==> src/pitmr_defs.svh <==
// register offsets, field positions, reset values and timing constants of the interval timer
// assumes inclusion by bare name from the package and the design modules
`ifndef PITMR_DEFS_SVH
`define PITMR_DEFS_SVH

`define PITMR_OFS_CONTROL 8'h68
`define PITMR_OFS_COUNT 8'h69
`define PITMR_OFS_COMPARE 8'h6A
`define PITMR_OFS_IRQ 8'h6B
`define PITMR_OFS_STATUS 8'h6C

`define PITMR_CTL_ENABLE 7
`define PITMR_CTL_DIVCLR 6
`define PITMR_CTL_SRCSEL 5
`define PITMR_CTL_POST_HI 4
`define PITMR_CTL_POST_LO 2

`define PITMR_IRQ_GLOBAL 7
`define PITMR_IRQ_CMP_EN 1
`define PITMR_IRQ_TICK_EN 0

`define PITMR_ST_CMP 1
`define PITMR_ST_TICK 0

`define PITMR_RST_CONTROL 8'h00
`define PITMR_RST_COUNT 8'h00
`define PITMR_RST_COMPARE 8'h00
`define PITMR_RST_IRQ 8'h00

`define PITMR_PRE_DIV 256
`define PITMR_PRE_W 8
`define PITMR_POST_W 8

`endif

==> src/pitmr_pkg.sv <==
// types shared by the interval timer modules
// assumes pitmr_defs.svh is on the include path
`include "pitmr_defs.svh"

package pitmr_pkg;
    typedef logic [7:0] pitmr_byte_t;
    typedef logic [2:0] pitmr_postsel_t;
endpackage

==> src/pitmr_top.sv <==
// top of the 8-bit interval timer; source clocks arrive as pins and are synchronised
// assumes a single-cycle strobe register port and a 200 MHz clk much faster than the sources
`timescale 1ns/1ps
`default_nettype none
`include "pitmr_defs.svh"

module pitmr_top
    import pitmr_pkg::*;
(
    input wire logic clk,
    input wire logic sys_rst,
    input wire logic main_divided_clock,
    input wire logic low_power_osc_clock,
    input wire logic idle_mode,
    input wire pitmr_pkg::pitmr_byte_t reg_addr,
    input wire pitmr_pkg::pitmr_byte_t reg_wdata,
    input wire logic reg_wr,
    input wire logic reg_rd,
    output pitmr_pkg::pitmr_byte_t reg_rdata,
    output logic tick_irq,
    output logic compare_irq,
    output logic wake_request
);
    import pitmr_pkg::*;

    pitmr_byte_t control;
    pitmr_byte_t tick_count_value;
    pitmr_byte_t compare_point;
    pitmr_byte_t irq_ctl;
    logic tick_event_flag;
    logic compare_match_flag;
    logic [1:0] main_sync;
    logic [1:0] lp_sync;
    logic src_prev;
    logic timer_source_clock;
    logic src_pulse;
    logic divided_tick;
    logic enable_rise;
    logic div_clear;
    logic wr_control;
    logic wr_count;
    logic wr_compare;
    logic wr_irq;
    logic wr_status;
    logic timer_enable_bit;
    logic global_irq_enable;
    logic tick_irq_enable;
    logic compare_irq_enable;
    pitmr_byte_t next_count;
    logic enabled_d;

    assign wr_control = reg_wr && (reg_addr == `PITMR_OFS_CONTROL);
    assign wr_count = reg_wr && (reg_addr == `PITMR_OFS_COUNT);
    assign wr_compare = reg_wr && (reg_addr == `PITMR_OFS_COMPARE);
    assign wr_irq = reg_wr && (reg_addr == `PITMR_OFS_IRQ);
    assign wr_status = reg_wr && (reg_addr == `PITMR_OFS_STATUS);
    assign timer_enable_bit = control[`PITMR_CTL_ENABLE];
    assign global_irq_enable = irq_ctl[`PITMR_IRQ_GLOBAL];
    assign tick_irq_enable = irq_ctl[`PITMR_IRQ_TICK_EN];
    assign compare_irq_enable = irq_ctl[`PITMR_IRQ_CMP_EN];

    // ----------------------------------------
    // source clock selection and synchronisers
    // ----------------------------------------
    always_ff @(posedge clk) begin
        if (sys_rst) begin
            main_sync <= 2'h0;
            lp_sync <= 2'h0;
            src_prev <= 1'b0;
        end else begin
            main_sync <= {main_sync[0], main_divided_clock};
            lp_sync <= {lp_sync[0], low_power_osc_clock};
            src_prev <= timer_source_clock;
        end
    end

    // switching source may give one spurious edge; software should clear the dividers after it
    assign timer_source_clock = control[`PITMR_CTL_SRCSEL] ? lp_sync[1] : main_sync[1];
    // idle_mode is deliberately not a gate here: the timer keeps running in idle
    assign src_pulse = timer_source_clock && !src_prev;

    // ----------------------------------------
    // control register
    // ----------------------------------------
    always_ff @(posedge clk) begin
        if (sys_rst) begin
            control <= `PITMR_RST_CONTROL;
            enabled_d <= 1'b0;
        end else begin
            enabled_d <= timer_enable_bit;
            if (wr_control) begin
                control <= reg_wdata;
            end else begin
                control[`PITMR_CTL_DIVCLR] <= 1'b0;
            end
        end
    end

    assign enable_rise = timer_enable_bit && !enabled_d;
    assign div_clear = control[`PITMR_CTL_DIVCLR] || enable_rise;

    pitmr_divider u_div (
        .clk(clk),
        .sys_rst(sys_rst),
        .run(timer_enable_bit),
        .clear(div_clear),
        .src_pulse(src_pulse),
        .post_sel(control[`PITMR_CTL_POST_HI:`PITMR_CTL_POST_LO]),
        .tick(divided_tick)
    );

    // ----------------------------------------
    // count value
    // ----------------------------------------
    // wraps naturally from 8'hFF to 8'h00
    assign next_count = tick_count_value + 8'h01;

    always_ff @(posedge clk) begin
        if (sys_rst) begin
            tick_count_value <= `PITMR_RST_COUNT;
        end else if (!timer_enable_bit || enable_rise || wr_count) begin
            tick_count_value <= 8'h00;
        end else if (divided_tick) begin
            tick_count_value <= next_count;
        end
    end

    always_ff @(posedge clk) begin
        if (sys_rst) begin
            compare_point <= `PITMR_RST_COMPARE;
        end else if (wr_compare) begin
            compare_point <= reg_wdata;
        end
    end

    always_ff @(posedge clk) begin
        if (sys_rst) begin
            irq_ctl <= `PITMR_RST_IRQ;
        end else if (wr_irq) begin
            irq_ctl <= reg_wdata;
        end
    end

    // ----------------------------------------
    // event flags: write one to clear, set wins
    // ----------------------------------------
    always_ff @(posedge clk) begin
        if (sys_rst) begin
            tick_event_flag <= 1'b0;
            compare_match_flag <= 1'b0;
        end else begin
            if (divided_tick && timer_enable_bit && !wr_count && !enable_rise) begin
                tick_event_flag <= 1'b1;
            end else if (wr_status && reg_wdata[`PITMR_ST_TICK]) begin
                tick_event_flag <= 1'b0;
            end
            if (divided_tick && timer_enable_bit && !wr_count && !enable_rise && next_count == compare_point) begin
                compare_match_flag <= 1'b1;
            end else if (wr_status && reg_wdata[`PITMR_ST_CMP]) begin
                compare_match_flag <= 1'b0;
            end
        end
    end

    // ----------------------------------------
    // interrupt outputs
    // ----------------------------------------
    always_ff @(posedge clk) begin
        if (sys_rst) begin
            tick_irq <= 1'b0;
            compare_irq <= 1'b0;
            wake_request <= 1'b0;
        end else begin
            tick_irq <= tick_event_flag && tick_irq_enable && global_irq_enable;
            compare_irq <= compare_match_flag && compare_irq_enable && global_irq_enable;
            // wake needs no global enable so a sleeping core can be roused
            wake_request <= compare_match_flag && compare_irq_enable;
        end
    end

    // ----------------------------------------
    // read port: reads never touch state
    // ----------------------------------------
    always_ff @(posedge clk) begin
        if (sys_rst) begin
            reg_rdata <= 8'h00;
        end else if (reg_rd) begin
            case (reg_addr)
                `PITMR_OFS_CONTROL: reg_rdata <= control;
                `PITMR_OFS_COUNT: reg_rdata <= tick_count_value;
                `PITMR_OFS_COMPARE: reg_rdata <= compare_point;
                `PITMR_OFS_IRQ: reg_rdata <= irq_ctl;
                `PITMR_OFS_STATUS: reg_rdata <= {6'h00, compare_match_flag, tick_event_flag};
                default: reg_rdata <= 8'h00;
            endcase
        end else begin
            reg_rdata <= 8'h00;
        end
    end
endmodule // pitmr_top
`default_nettype wire

==> src/pitmr_divider.sv <==
// two-stage tick divider: fixed pre-divider then selectable power-of-two post-divider
// assumes a source enable pulse, already synchronised, one cycle per source clock edge
`timescale 1ns/1ps
`default_nettype none
`include "pitmr_defs.svh"

module pitmr_divider
    import pitmr_pkg::*;
#(
    parameter int PRE_W = `PITMR_PRE_W,
    parameter int POST_W = `PITMR_POST_W
) (
    input wire logic clk,
    input wire logic sys_rst,
    input wire logic run,
    input wire logic clear,
    input wire logic src_pulse,
    input wire pitmr_pkg::pitmr_postsel_t post_sel,
    output logic tick
);
    logic [PRE_W-1:0] pre_cnt;
    logic [POST_W-1:0] post_cnt;
    logic [POST_W-1:0] post_last;
    logic pre_wrap;

    // ----------------------------------------
    // pre-divider
    // ----------------------------------------
    assign pre_wrap = src_pulse && (pre_cnt == {PRE_W{1'b1}});

    always_ff @(posedge clk) begin
        if (sys_rst || clear || !run) begin
            pre_cnt <= '0;
        end else if (src_pulse) begin
            pre_cnt <= pre_cnt + 1'b1;
        end
    end

    // ----------------------------------------
    // post-divider
    // ----------------------------------------
    // terminal count is 2^(code+1)-1
    assign post_last = POST_W'((2 << post_sel) - 1);

    always_ff @(posedge clk) begin
        if (sys_rst || clear || !run) begin
            post_cnt <= '0;
            tick <= 1'b0;
        end else begin
            tick <= 1'b0;
            if (pre_wrap) begin
                if (post_cnt >= post_last) begin
                    post_cnt <= '0;
                    tick <= 1'b1;
                end else begin
                    post_cnt <= post_cnt + 1'b1;
                end
            end
        end
    end
endmodule // pitmr_divider
`default_nettype wire

==> config.mk <==
export PLATFORM = sky130hd
export DESIGN_NAME = pitmr_top
export DESIGN_NICKNAME = d
export VERILOG_FILES = /design/src/pitmr_pkg.sv /design/src/pitmr_top.sv /design/src/pitmr_divider.sv
export VERILOG_INCLUDE_DIRS = /design/src
export SDC_FILE = /design/constraint.sdc
export NUM_CORES = 1
export LEC_CHECK = 0
export BUFFER_PORTS_ARGS = -buffer_cell sky130_fd_sc_hd__buf_4
export CORE_UTILIZATION = 35
export DETAILED_ROUTE_END_ITERATION = 7
export PLACE_DENSITY_LB_ADDON = 0.1
export SYNTH_ARGS = -nofsm -noshare
export SYNTH_HDL_FRONTEND = slang
export SYNTH_SLANG_ARGS = --single-unit
==> constraint.sdc <==
create_clock -name clk -period 2.2 [get_ports clk]
set_clock_uncertainty 0.1 [all_clocks]
set_input_delay 0.33 -clock clk [delete_from_list [all_inputs] [get_ports clk]]
set_output_delay 0.33 -clock clk [all_outputs]
set_load 0.01 [all_outputs]
; Word level (Yosys, flattened, before mapping)
; Cells that the tools add are included.
[word_totals]
ff_bits = 68
wordCells = 76
[classes]
addsub = 4
order_cmp = 1
eq_ne = 7
shifts = 1
muxes = 8
bitwise_logic = 3
reduce_logical = 34
[ops]
columns = cell, n
row1 = == test 8 x 7 -> 1 bit (second input constant), 5
row2 = case mux 8 bit (5 select lines), 1
row3 = adder 8 x 1 -> 8 bit (second input constant), 3
row4 = logical AND 1 bit, 18
row5 = == test 8 bit, 1
row6 = == test 8 bit (second input constant), 1
row7 = >= comparator 8 bit, 1
row8 = two-way mux 8 bit, 1
row9 = OR reduction 2 bit, 4
row10 = << shifter 2 x 3 -> 8 bit (first input constant), 1
row11 = subtractor 8 x 2 -> 8 bit (second input constant), 1
row12 = two-way mux 1 bit, 6
row13 = zero test 1 bit, 5
row14 = logical OR 1 bit, 5
row15 = nonzero test 2 bit, 2
row16 = NOT 1 bit, 3

; Depth between registers and ports, before layout
; Gate-level depths: netlist of run 1.
[depth]
depth_word = 7
ltp_mapped = 9

; Modules after synthesis
; A second synthesis of run 1 with hierarchy kept.
[unflattened]
hier_cells = 348
hier_area_um2 = 3261.9
[modules_own_cells]
columns = module, instances, cells_each, area_per_inst_um2, seq_area_each_um2
row1 = pitmr_top, 1, 221, 2223.4, 1021.0
row2 = pitmr_divider, 1, 127, 1038.5, 340.3

; Worst setup path before layout of run 1
; Ideal clock, no wire load.
[synth_path]
path_kind = reg-to-reg
from = reg control[4]
to = reg u_div.post_cnt[6]
setup_ns = 0.076
arrival_time_ns = 1.892
setup_slack_ns = 0.132
stages_incl_launch_ff = 10
path_buffers = 2
period_less_slack_ns = 2.068
cell_sequence = dfxtp_1 > clkbuf_1 > o21ai_0 > ha_1 > a21oi_1 > o21ai_0 > a21oi_1 > clkbuf_1 > nand3_1 > a31oi_1
[synth_via]
elab_chain_cells = 4
[synth_lines]
columns = item, line
row1 = "start, declared", pitmr_top.sv:26  ; pitmr_byte_t control;
row2 = "start signal, assigned", pitmr_top.sv:87  ; control <= `PITMR_RST_CONTROL;
row3 = "start signal, assigned", pitmr_top.sv:92  ; control <= reg_wdata;
row4 = << shifter 2 x 3 -> 8 bit, pitmr_divider.sv:43  ; assign post_last = POST_W'((2 << post_sel) - 1);
row5 = subtractor 8 x 2 -> 8 bit, pitmr_divider.sv:43
row6 = >= comparator 8 bit, pitmr_divider.sv:52  ; if (post_cnt >= post_last) begin
row7 = two-way mux 8 bit, pitmr_divider.sv:52
row8 = "end signal, assigned", pitmr_divider.sv:56  ; post_cnt <= post_cnt + 1'b1;
row9 = "end, declared", pitmr_divider.sv:22  ; logic [POST_W-1:0] post_cnt;
; No other way between the ends.
; A chain may end at the register's enable or synchronous reset.

; Worst setup path after layout of run 1
[layout_path]
from = reg tick_count_value[0]
to = reg compare_match_flag
[layout_via]
elab_chain_cells = 4
[layout_lines]
columns = item, line
row1 = "start, declared", pitmr_top.sv:27  ; pitmr_byte_t tick_count_value;
row2 = "start signal, assigned", pitmr_top.sv:120  ; tick_count_value <= `PITMR_RST_COUNT;
row3 = "start signal, assigned", pitmr_top.sv:124  ; tick_count_value <= next_count;
row4 = adder 8 x 1 -> 8 bit *, pitmr_top.sv:116  ; assign next_count = tick_count_value + 8'h01;
row5 = == test 8 bit *, pitmr_top.sv:157  ; if (divided_tick && timer_enable_bit && !wr_count && !enable_rise && next_count == compare_point) begin
row6 = logical AND 1 bit *, pitmr_top.sv:157
row7 = two-way mux 1 bit / nonzero test 2 bit (equally long branches), --
row8 = "end signal, assigned", pitmr_top.sv:150  ; compare_match_flag <= 1'b0;
row9 = "end signal, assigned", pitmr_top.sv:158  ; compare_match_flag <= 1'b1;
row10 = "end signal, assigned", pitmr_top.sv:160  ; compare_match_flag <= 1'b0;
row11 = "end, declared", pitmr_top.sv:31  ; logic compare_match_flag;
; Mark *: on every way between the ends. The rest lies on a longest branch, timed or not.

==> impl_metrics.yaml, run 1 <==
global_route:
  grt_pass1_vias: 2230
  grt.busiest_layer: "met1"
  grt_pass1_wl_um: 11200
  grt.total_usage_pct: 15.1
  use_met1_pct: 21.7
  overflow: 0
  grtUsageMet2_pct: 21.4
  met3_usage_pct: 3.31
  grt_start_max_net_pins: 29
  antenna_found_initial: 0
pwr:
  seqPwrFrac_pct: 52.9
  comb_power_share_pct: 3.6
  peakVddDrop_v: 0.000261
  powerDensity_mw_per_mm2: 619
  p_clk_share_pct: 43.5
  p_leak_nw: 1.36
  power.internal_mw: 1.85
  p_sw_share_pct: 21.0
  switching_power_uw: 492
final_layout:
  multi_input_area_sq_mm: 0.00175
  fin_util_pct: 42.9
  nNetsFinal: 413
  fill_cells: 899
  seqCellArea_sq_mm: 0.00136
  antenna_cells: 0
  area_delta_synth_final_pct: 18.0
  drive_gt1_share_pct: 19.1
timing:
  relSlewSlack_pct: 72.1
  setup_violations: 0
  fin_setup_tns_ns: 0
  fmax_mhz: 501
  rsz0062_at_grt: "no"
  min_period_ns: 2.00
  finalMaxSlewViolations: 0
  finalCritPeriodShare_pct: 90.7
  hold_violations: 0
  tightest_slew_ns: 0.407
routing:
  wl_per_cell_um: 14.0
  drtAntennaViolNets: 0
  drc: 6
  vias: 2456
  wl_um: 6880
  drt_iter0_drc: 79
  dr.pass1.iters: 6
  vias_per_cell: 5.00
clock_network:
  clk_latency_ns: 0.34
  cts_hold_buffers: 0
  cts_buffers: 9
  clk_pin_slew_ns: 0.07
  clock-root-buffer: "clkbuf_8"
  tritoncts: "yes"
  clockBufferDepth: 2
  clock_sinks: 68
  htree_levels: 3
worst_setup_path:
  cp_slowest_cell: "dfxtp_1"
  path_delay_family: "simple AND/OR/NAND/NOR gates"
  start_kind: "flip-flop"
  critPathBufInv: 0
  end_kind: "flip-flop"
  path_cells: "ha_1, and3_1, xnor2_1, or4_1, nor3_2, a31o_1"
  slowest_delay_ns: 0.46
  crit_fanout: 6
  cp.required_ns: 2.38
  crit_type: "flip-flop to flip-flop"
  cp.arrival_ns: 2.18
synth:
  synth_simple_gate_area_share_pct: 23.3
  yosysSeqAreaShare_pct: 42.5
  synthAdderAreaFrac_pct: 3.91
  avgSynthCellArea_sq_um: 9.34
  synth_fp_nets: 376
  synth_mux_area_share_pct: 13.6
  synth_cell_types: 47
  synth_warnings: 0
  synth_xor_area_share_pct: 6.29
  synth_seq_cells: 68
  synthesis.area_sq_mm: 0.00320
  synth_compound_area_share_pct: 7.34
  synth_top_family_by_area: "simple AND/OR/NAND/NOR gates"
  synthCells: 343
die:
  start_util_pct: 36.4
  die_y_um: 97.7
  io-pin-count: 34
  die-area_sq_mm: 0.00954
  die_width_um: 97.7
  rows: 34
  fp.coreArea_sq_mm: 0.00881
worst_hold_path:
  hp-class: "primary input to flip-flop"
placed_design:
  io_buffers: 32
  place_congestion: 0.738
  dp.final_hpwl_um: 4950
job:
  max_cap_violations: 0
outcome:
  violations: "design-rule violations"
  status: "finished, violations left"
[metrics by stage]
| step | power (mW) | worst slack, ns | hold WS, ns | area (sq um) | std cells |
|---|---|---|---|---|---|
| CTS | 2.37 | 0.152 | 0.0956 | 3780 | 491 |
| global route | 2.44 | 0.0411 | 0.0994 | 3780 | 491 |
| detailed placement | 1.35 | 0.168 | 0.331 | 3590 | 477 |
| finish | 2.34 | 0.204 | 0.110 | 3780 | 491 |
| floorplan | 1.31 | 0.132 | 0.314 | 3200 | 343 |
| global placement | 1.35 | 0.207 | 0.322 | 3590 | 477 |
[layout by cell type (no fill, tap or decap), drive strengths merged, types with 2 or more instances in the layout]
cell type / instances
nand3b: 2
inv: 4
or2: 2
o21ai: 12
nand2: 27
xnor2: 11
buf: 44
nand4: 9
or3: 3
xor2: 12
ha: 10
dfxtp: 68
nor2: 52
mux4: 6
and3: 3
nor2b: 12
mux2i: 27
nor3: 8
nand3: 14
a31oi: 2
mux2: 2
clkbuf: 12
o22ai: 2
nor3b: 2
and3b: 2
a21oi: 16
[worst register-to-register path: stages (launching register included)]
cell	delay, ns
dfxtp_1	0.46
ha_1	0.24
and3_1	0.28
xnor2_1	0.12
or4_1	0.42
nor3_2	0.18
a31o_1	0.15
[synthesized netlist by cell type (all sizes together)]
| master | count | area (sq um) |
|---|---|---|
| xor2 | 12 | 105 |
| nor2b | 12 | 75.1 |
| o22ai | 2 | 12.5 |
| nand4b | 1 | 8.76 |
| a21oi | 16 | 80.1 |
| nand3b | 2 | 15.0 |
| a22oi | 1 | 7.51 |
| and2 | 1 | 6.26 |
| and3b | 2 | 17.5 |
| nor3 | 8 | 61.3 |
| nand3 | 14 | 70.1 |
| nor2 | 52 | 195 |
| xnor2 | 11 | 96.3 |
| nand2 | 27 | 101 |
| and4 | 1 | 8.76 |
| a31oi | 2 | 12.5 |
| mux4 | 6 | 143 |
| or2 | 2 | 12.5 |
| a22o | 1 | 8.76 |
| nor4b | 1 | 8.76 |
| mux2 | 2 | 22.5 |
| a211o | 1 | 10.0 |
| buf | 7 | 41.3 |
| and3 | 3 | 18.8 |
| dfxtp | 68 | 1360 |
| o22a | 1 | 8.76 |
| clkbuf | 11 | 41.3 |
| ha | 10 | 125 |
| and4bb | 1 | 12.5 |
| and4b | 1 | 10.0 |
| nand2b | 1 | 6.26 |
| mux2i | 27 | 270 |
| a31o | 1 | 8.76 |
| nor4 | 1 | 21.3 |
| a311oi | 1 | 8.76 |
| o21ai | 12 | 60.1 |
| or3 | 3 | 18.8 |
| nor3b | 2 | 15.0 |
| nand4 | 9 | 56.3 |
| o31ai | 1 | 7.51 |
| or4 | 1 | 7.51 |
| a21bo | 1 | 10.0 |
| inv | 4 | 15.0 |
[final timing paths]
kind                  startpoint            endpoint  slack, ns  depth (start not counted)
max          tick_count_value[0]  compare_match_flag       0.20                          6
min          low_power_osc_clock          lp_sync[0]       0.11                          2
max reg2reg  tick_count_value[0]  compare_match_flag       0.20                          6
min reg2reg           lp_sync[0]          lp_sync[1]       0.34                          1
[metal layers]
| layer | part of all wire [%] | wire (um) |
|---|---|---|
| met5 | 0 | 0 |
| met1 | 53 | 3640 |
| met2 | 42 | 2870 |
| met3 | 3.7 | 253 |
| met4 | 1.7 | 116 |
[power by group through the flow]
stage	clock network, mW	logic, mW	registers (mW)
floorplan	0	0.0410	1.26
global route	1.11	0.0911	1.24
finish	1.02	0.0840	1.24
detailed placement	0	0.0854	1.26
global placement	0	0.0844	1.26
CTS	1.05	0.0854	1.24
[logic make-up after synthesis]
kind of cell             Yosys count
AND/OR/NAND/NOR                  145
flip-flops                        68
AO/OA/AOI/OAI                     40
multiplexers                      35
XOR/XNOR                          23
buffers and inverters             22
adder cells (fa/ha/maj)           10
[repair_timing]
| action | in CTS | in global routing |
|---|---|---|
| gates resized for setup | 0 | 1 |
| setup buffers | 0 | 0 |
| endpoints found under the setup margin | 0 | 4 |
[final cells by class]
type	count	share of cell area [%]
Tap cell	108	3.57
Timing Repair Buffer	44	8.74
Clock buffer	12	4.10
Multi-Input combinational cell	253	46.2
Inverter	4	0.397
Sequential cell	68	36.0
Clock inverter	2	0.927
[sequential cells by signal, summed over array words and instances (netlist names)]
name,flops
compare_point,8
control,8
irq_ctl,8
reg_rdata,8
tick_count_value,8
u_div.post_cnt,8
u_div.pre_cnt,8
lp_sync,2
main_sync,2
compare_irq,1
compare_match_flag,1
enabled_d,1
src_prev,1
tick_event_flag,1
tick_irq,1
u_div.tick,1
wake_request,1
Power figures use the tool's default switching activity.
==> inputs of run 2 (changes only) <==
SYNTH_HIERARCHICAL = 1   (was unset)
==> run 2 against run 1 <==
Net effect:
- the flow finishes with violations (negative setup slack)
- first-iteration DRC count grew 100%
- register-to-register slack got worse by 0.48 ns
- critical path depth is 6 higher
- power decreased by 3.7%
- count of clock-buffer cells in the layout shrank 1
- design area up 4.8%
- utilization increased by 1.6 points
- combinational power increased by 2.9%
- synthesized cell count increased by 1.5%
==> impl_metrics.yaml, run 2 <==
worst_setup_path:
  cp.arrival_ns: 2.64
  crit_top_cell: "a21oi_1"
  crit_type: "flip-flop to flip-flop"
  cp.required_ns: 2.36
  start_kind: "flip-flop"
  cp_slowest_cell: "or3_4"
  path_cells: "or3_4, ha_4, xor2_1, nor2_1, a21oi_1, ha_1, a21oi_1, nand2_1, a21oi_4, buf_6, nand2_2, a31oi_1"
  end_kind: "flip-flop"
  slowest_delay_ns: 0.40
  crit_fanout: 6
routing:
  dr.pass1.iters: 6
  drt_iter0_drc: 161
  drc: 0
  wl_per_cell_um: 14.7
  vias_per_cell: 5.10
  vias: 2583
  wl_um: 7420
  drtAntennaViolNets: 0
clock_network:
  cts_buffers: 9
  clock-root-buffer: "clkbuf_8"
  clock_sinks: 68
  cts_hold_buffers: 0
  clockBufferDepth: 2
  clk_latency_ns: 0.34
  htree_levels: 3
  tritoncts: "yes"
  clk_pin_slew_ns: 0.07
timing:
  setup_violations: 9
  fmax_mhz: 404
  min_period_ns: 2.48
  relSlewSlack_pct: 67.4
  worst_slack_ns: -0.277
  tightest_slew_ns: 0.488
  rsz0062_at_grt: "yes"
  finalMaxSlewViolations: 0
  finalCritPeriodShare_pct: 113
  hold_violations: 0
synth:
  synth_edf_count: 0
  yosysSeqAreaShare_pct: 41.7
  avgSynthCellArea_sq_um: 9.37
  synth_warnings: 6
  synth_area_leaders: "dfxtp_1 42%, mux2i_1 9.2%, nor2_1 6.3%"
  async_flop_share_pct: 0
  synth_fp_nets: 382
  synth_cell_types: 49
  synthCells: 348
  synth_top_area_share_pct: 41.7
  synth_commonest_cells: "68 x dfxtp_1, 55 x nor2_1, 30 x mux2i_1"
  yosysMostFrequentCell: "dfxtp_1"
  ys.flop_type: "dfxtp_1"
  synth.largest_area_cell: "dfxtp_1"
  synthesis.area_sq_mm: 0.00326
  synth_seq_cells: 68
job:
  max_cap_violations: 0
final_layout:
  seqCellArea_sq_mm: 0.00136
  layout_common_cells: "67 x dfxtp_1, 54 x nor2_1, 47 x buf_4, 30 x mux2i_1, 22 x nand2_1"
  fill_cells: 895
  layout_commonest_cell: "dfxtp_1"
  nNetsFinal: 428
  multi_input_area_sq_mm: 0.00187
  antenna_cells: 0
  area_delta_synth_final_pct: 21.4
  drive_gt1_share_pct: 22.6
  fin_area_sq_mm: 0.00396
die:
  die-area_sq_mm: 0.00971
  fp.coreArea_sq_mm: 0.00889
  die_y_um: 98.5
  io-pin-count: 34
  rows: 34
  die_width_um: 98.5
  start_util_pct: 36.7
global_route:
  grt.total_usage_pct: 16.6
  grt_start_max_net_pins: 26
  grt_pass1_vias: 2497
  grt_pass1_wl_um: 12500
  antenna_found_initial: 0
  overflow: 0
outcome:
  status: "finished, violations left"
  violations: "negative setup slack"
placed_design:
  dpl-instance-area_sq_mm: 0.00371
  post-place-ws_ns: -0.359
  place_congestion: 0.788
  io_buffers: 32
  dp.final_hpwl_um: 5420
worst_hold_path:
  hp-class: "primary input to flip-flop"
pwr:
  p_leak_nw: 1.63
  peakVddDrop_v: 0.000270
  powerDensity_mw_per_mm2: 568
==> run 2: cell families after synthesis <==
logic type | synth area share, %
simple gates | 22.6
flops | 41.7
compound gates | 7.67
mux | 14.0
xor+xnor | 6.71
buf+inv | 2.99
fa+ha+maj | 4.22
==> run 2: cell type report <==
| type | count | share of cell area, % |
|---|---|---|
| Clock buffer | 11 | 3.82 |
| Clock inverter | 4 | 0.632 |
| Inverter | 7 | 0.664 |
| Multi-Input combinational cell | 258 | 47.3 |
| Sequential cell | 68 | 34.4 |
| Tap cell | 108 | 3.41 |
| Timing Repair Buffer | 50 | 9.76 |
==> run 2: worst paths after layout <==
| check | start | endpoint | slack (ns) | cells after the start |
|---|---|---|---|---|
| worst min register to register | main_sync[0] | main_sync[1] | 0.34 | 1 |
| worst min-delay path | main_divided_clock | main_sync[0] | 0.09 | 2 |
| worst max register to register | control[4] | u_div/post_cnt[7] | -0.28 | 12 |
| worst max-delay path | control[4] | u_div/post_cnt[7] | -0.28 | 12 |
==> run 2: power by group <==
group / leakage, nW / internal, mW / switching [mW]
Sequential: 0.549 / 1.23 / 0.00109
Clock: 0.0872 / 0.460 / 0.469
Combinational: 0.992 / 0.0425 / 0.0439
Total: 1.63 / 1.74 / 0.514
==> run 2: repair_timing <==
item	in CTS	in global routing
pin swaps	2	5
resized for setup	6	11
setup buffers	0	0
endpoints found under the setup margin	9	9
cloned	0	0
==> run 2: per-stage QoR <==
step	setup TNS, ns	total power [mW]	instances	util (%)	hold slack (ns)
after CTS	-2.29	2.28	506	44.0	0.0851
after global placement	-2.52	1.35	491	41.7	0.322
after detailed placement	-2.93	1.35	491	41.7	0.321
after global routing	-3.84	2.35	506	44.5	0.0983
final	-2.37	2.25	506	44.5	0.0941
after floorplan	-2.31	1.30	348	-	0.314
==> run 2: critical path, delay by kind of cell (launching register included) <==
family | cells | cell delay, ns
AOI/OAI and AO/OA | 4 | 0.53
xor gates and xnor gates | 1 | 0.14
adders and majority gates | 2 | 0.51
buffers and inverters | 1 | 0.16
DFF | 1 | 0.32
and+or+nand+nor | 4 | 0.64
==> run 2: layer usage <==
| metal | part of all wire (%) | track usage [%] |
|---|---|---|
| met1 | 52 | 23.1 |
| met2 | 43 | 25.0 |
| met3 | 3.6 | 3.19 |
| met4 | 1.2 | 7.23 |
| met5 | 0 | 0 |
==> inputs of run 3 (changes only) <==
CORE_ASPECT_RATIO = 0.8   (was unset)
SKIP_CTS_REPAIR_TIMING = 1   (was unset)
clock period = 2.1 ns   (was 2.2 ns; I/O delays follow)
==> run 3 against run 2 <==
Net effect:
- the flow still finishes with violations (negative setup slack)
- design area increased by 3.2%
- global-route usage increased by 0.74 points
- clock power up 81%
- flip-flop and latch count is the same
- critical path depth is 2 lower
- critical path type unchanged
- largest cell class unchanged
==> impl_metrics.yaml, run 3 (synthesis gave the netlist of run 2 again) <==
final_layout:
  multi_input_area_sq_mm: 0.00185
  nNetsFinal: 427
  drive_gt1_share_pct: 21.1
  area_delta_synth_final_pct: 25.3
  fin_area_sq_mm: 0.00409
  seqCellArea_sq_mm: 0.00136
  layout_common_cells: "67 x dfxtp_1, 54 x nor2_1, 48 x buf_4, 30 x mux2i_1, 24 x nand2_1"
  fill_cells: 895
  layout_commonest_cell: "dfxtp_1"
  antenna_cells: 0
die:
  fp.coreArea_sq_mm: 0.00904
  die-area_sq_mm: 0.00971
  start_util_pct: 36.1
  die_y_um: 88.3
  rows: 31
  io-pin-count: 34
  die_width_um: 110
clock_network:
  clk_latency_ns: 0.33
  clockBufferDepth: 2
  clk_pin_slew_ns: 0.06
  tritoncts: "yes"
  htree_levels: 3
  clock_sinks: 68
  cts_buffers: 9
  clock-root-buffer: "clkbuf_16"
worst_setup_path:
  worstReg2RegEnd: "u_div/post_cnt[1]"
  cp.required_ns: 2.25
  endpoint: "u_div/post_cnt[1]"
  end_kind: "flip-flop"
  crit_fanout: 6
  critPathBufInv: 1
  path_cells: "or3_4, ha_4, xnor2_1, ha_1, a211oi_1, o21ai_1, a21oi_4, buf_4, nand3_1, a21oi_1"
  cp_slowest_cell: "or3_4"
  crit_type: "flip-flop to flip-flop"
  cp.arrival_ns: 2.68
  rr_startpoint: "control[4]"
  slowest_delay_ns: 0.39
  start_kind: "flip-flop"
  cp.depth: 10
  path_delay_family: "compound AO/OA/AOI/OAI gates"
  rrSetupSlack_ns: -0.43
  r2r_cells: 10
  startpoint: "control[4]"
outcome:
  violations: "negative setup slack"
  status: "finished, violations left"
worst_hold_path:
  hp-class: "primary input to flip-flop"
timing:
  tightest_slew_ns: 0.459
  relSlewSlack_pct: 69.3
  finalCritPeriodShare_pct: 121
  worst_slack_ns: -0.432
  holdWs_ns: 0.107
  rsz0062_at_grt: "yes"
  min_period_ns: 2.53
  fin_setup_tns_ns: -3.51
  fmax_mhz: 395
  setup_violations: 9
  finalMaxSlewViolations: 0
  hold_violations: 0
global_route:
  grt_pass1_vias: 2451
  grt.total_usage_pct: 17.3
  grt_pass1_wl_um: 12500
  overflow: 0
  antenna_found_initial: 0
  grt_start_max_net_pins: 20
routing:
  dr.pass1.iters: 4
  wl_per_cell_um: 14.8
  vias: 2586
  drt_iter0_drc: 154
  vias_per_cell: 5.04
  drc: 0
  drtAntennaViolNets: 0
  wl_um: 7590
placed_design:
  dp.final_hpwl_um: 5460
  io_buffers: 32
  post-place-ws_ns: -0.487
  dpl-instance-area_sq_mm: 0.00369
  place_congestion: 0.788
pwr:
  p_leak_nw: 1.69
  peakVddDrop_v: 0.000616
  powerDensity_mw_per_mm2: 750
  total_power_mw: 3.07
job:
  max_cap_violations: 0
-- run 3: layer usage --
| metal | GRT usage, % | vias up | share of wire, % |
|---|---|---|---|
| li1 | - | 1311 | - |
| met1 | 25.1 | 1218 | 52 |
| met2 | 24.8 | 47 | 42 |
| met3 | 4.71 | 10 | 4.8 |
| met4 | 5.45 | 0 | 1.3 |
| met5 | 0 | - | 0 |
-- run 3: report_power, final --
group	leakage (nW)	switching (mW)	total, mW	internal, mW
sequential	0.549	0.00138	1.30	1.29
combinational	0.982	0.0455	0.0911	0.0456
clock	0.158	0.573	1.68	1.11
total	1.69	0.620	3.07	2.45
-- run 3: worst min-delay path by stage --
stage	from	endpoint	slack, ns	cells past startpoint
after floorplan	lp_sync[0]	lp_sync[1]	0.31	1
after global placement	lp_sync[0]	lp_sync[1]	0.33	1
after detailed placement	lp_sync[0]	lp_sync[1]	0.32	1
after CTS	main_divided_clock	main_sync[0]	0.10	2
after global routing	main_divided_clock	main_sync[0]	0.13	2
final	main_divided_clock	main_sync[0]	0.11	2
-- run 3: stage by stage --
step / utilization, % / cells
after global routing: 45.2 / 513
after floorplan: - / 348
final: 45.2 / 513
after detailed placement: 40.9 / 495
after CTS: 44.6 / 511
after global placement: 40.9 / 495
-- run 3: final cells by class --
cell class,instances,share of cell area [%]
clock buffers,11,6.18
clock inverters,5,2.05
inverters,7,0.643
multi-input cells,258,45.2
flip-flops and latches,68,33.3
well taps,115,3.52
repair buffers,49,9.09
-- run 3: worst reg2reg max path: cells and delay by family, from the launching register on --
kind                       cells  cell delay (ns)
AOI/OAI and AO/OA              4             0.75
and+or+nand+nor                2             0.47
adders and majority gates      2             0.46
DFF                            1             0.32
xor gates and xnor gates       1             0.19
buffers and inverters          1             0.17
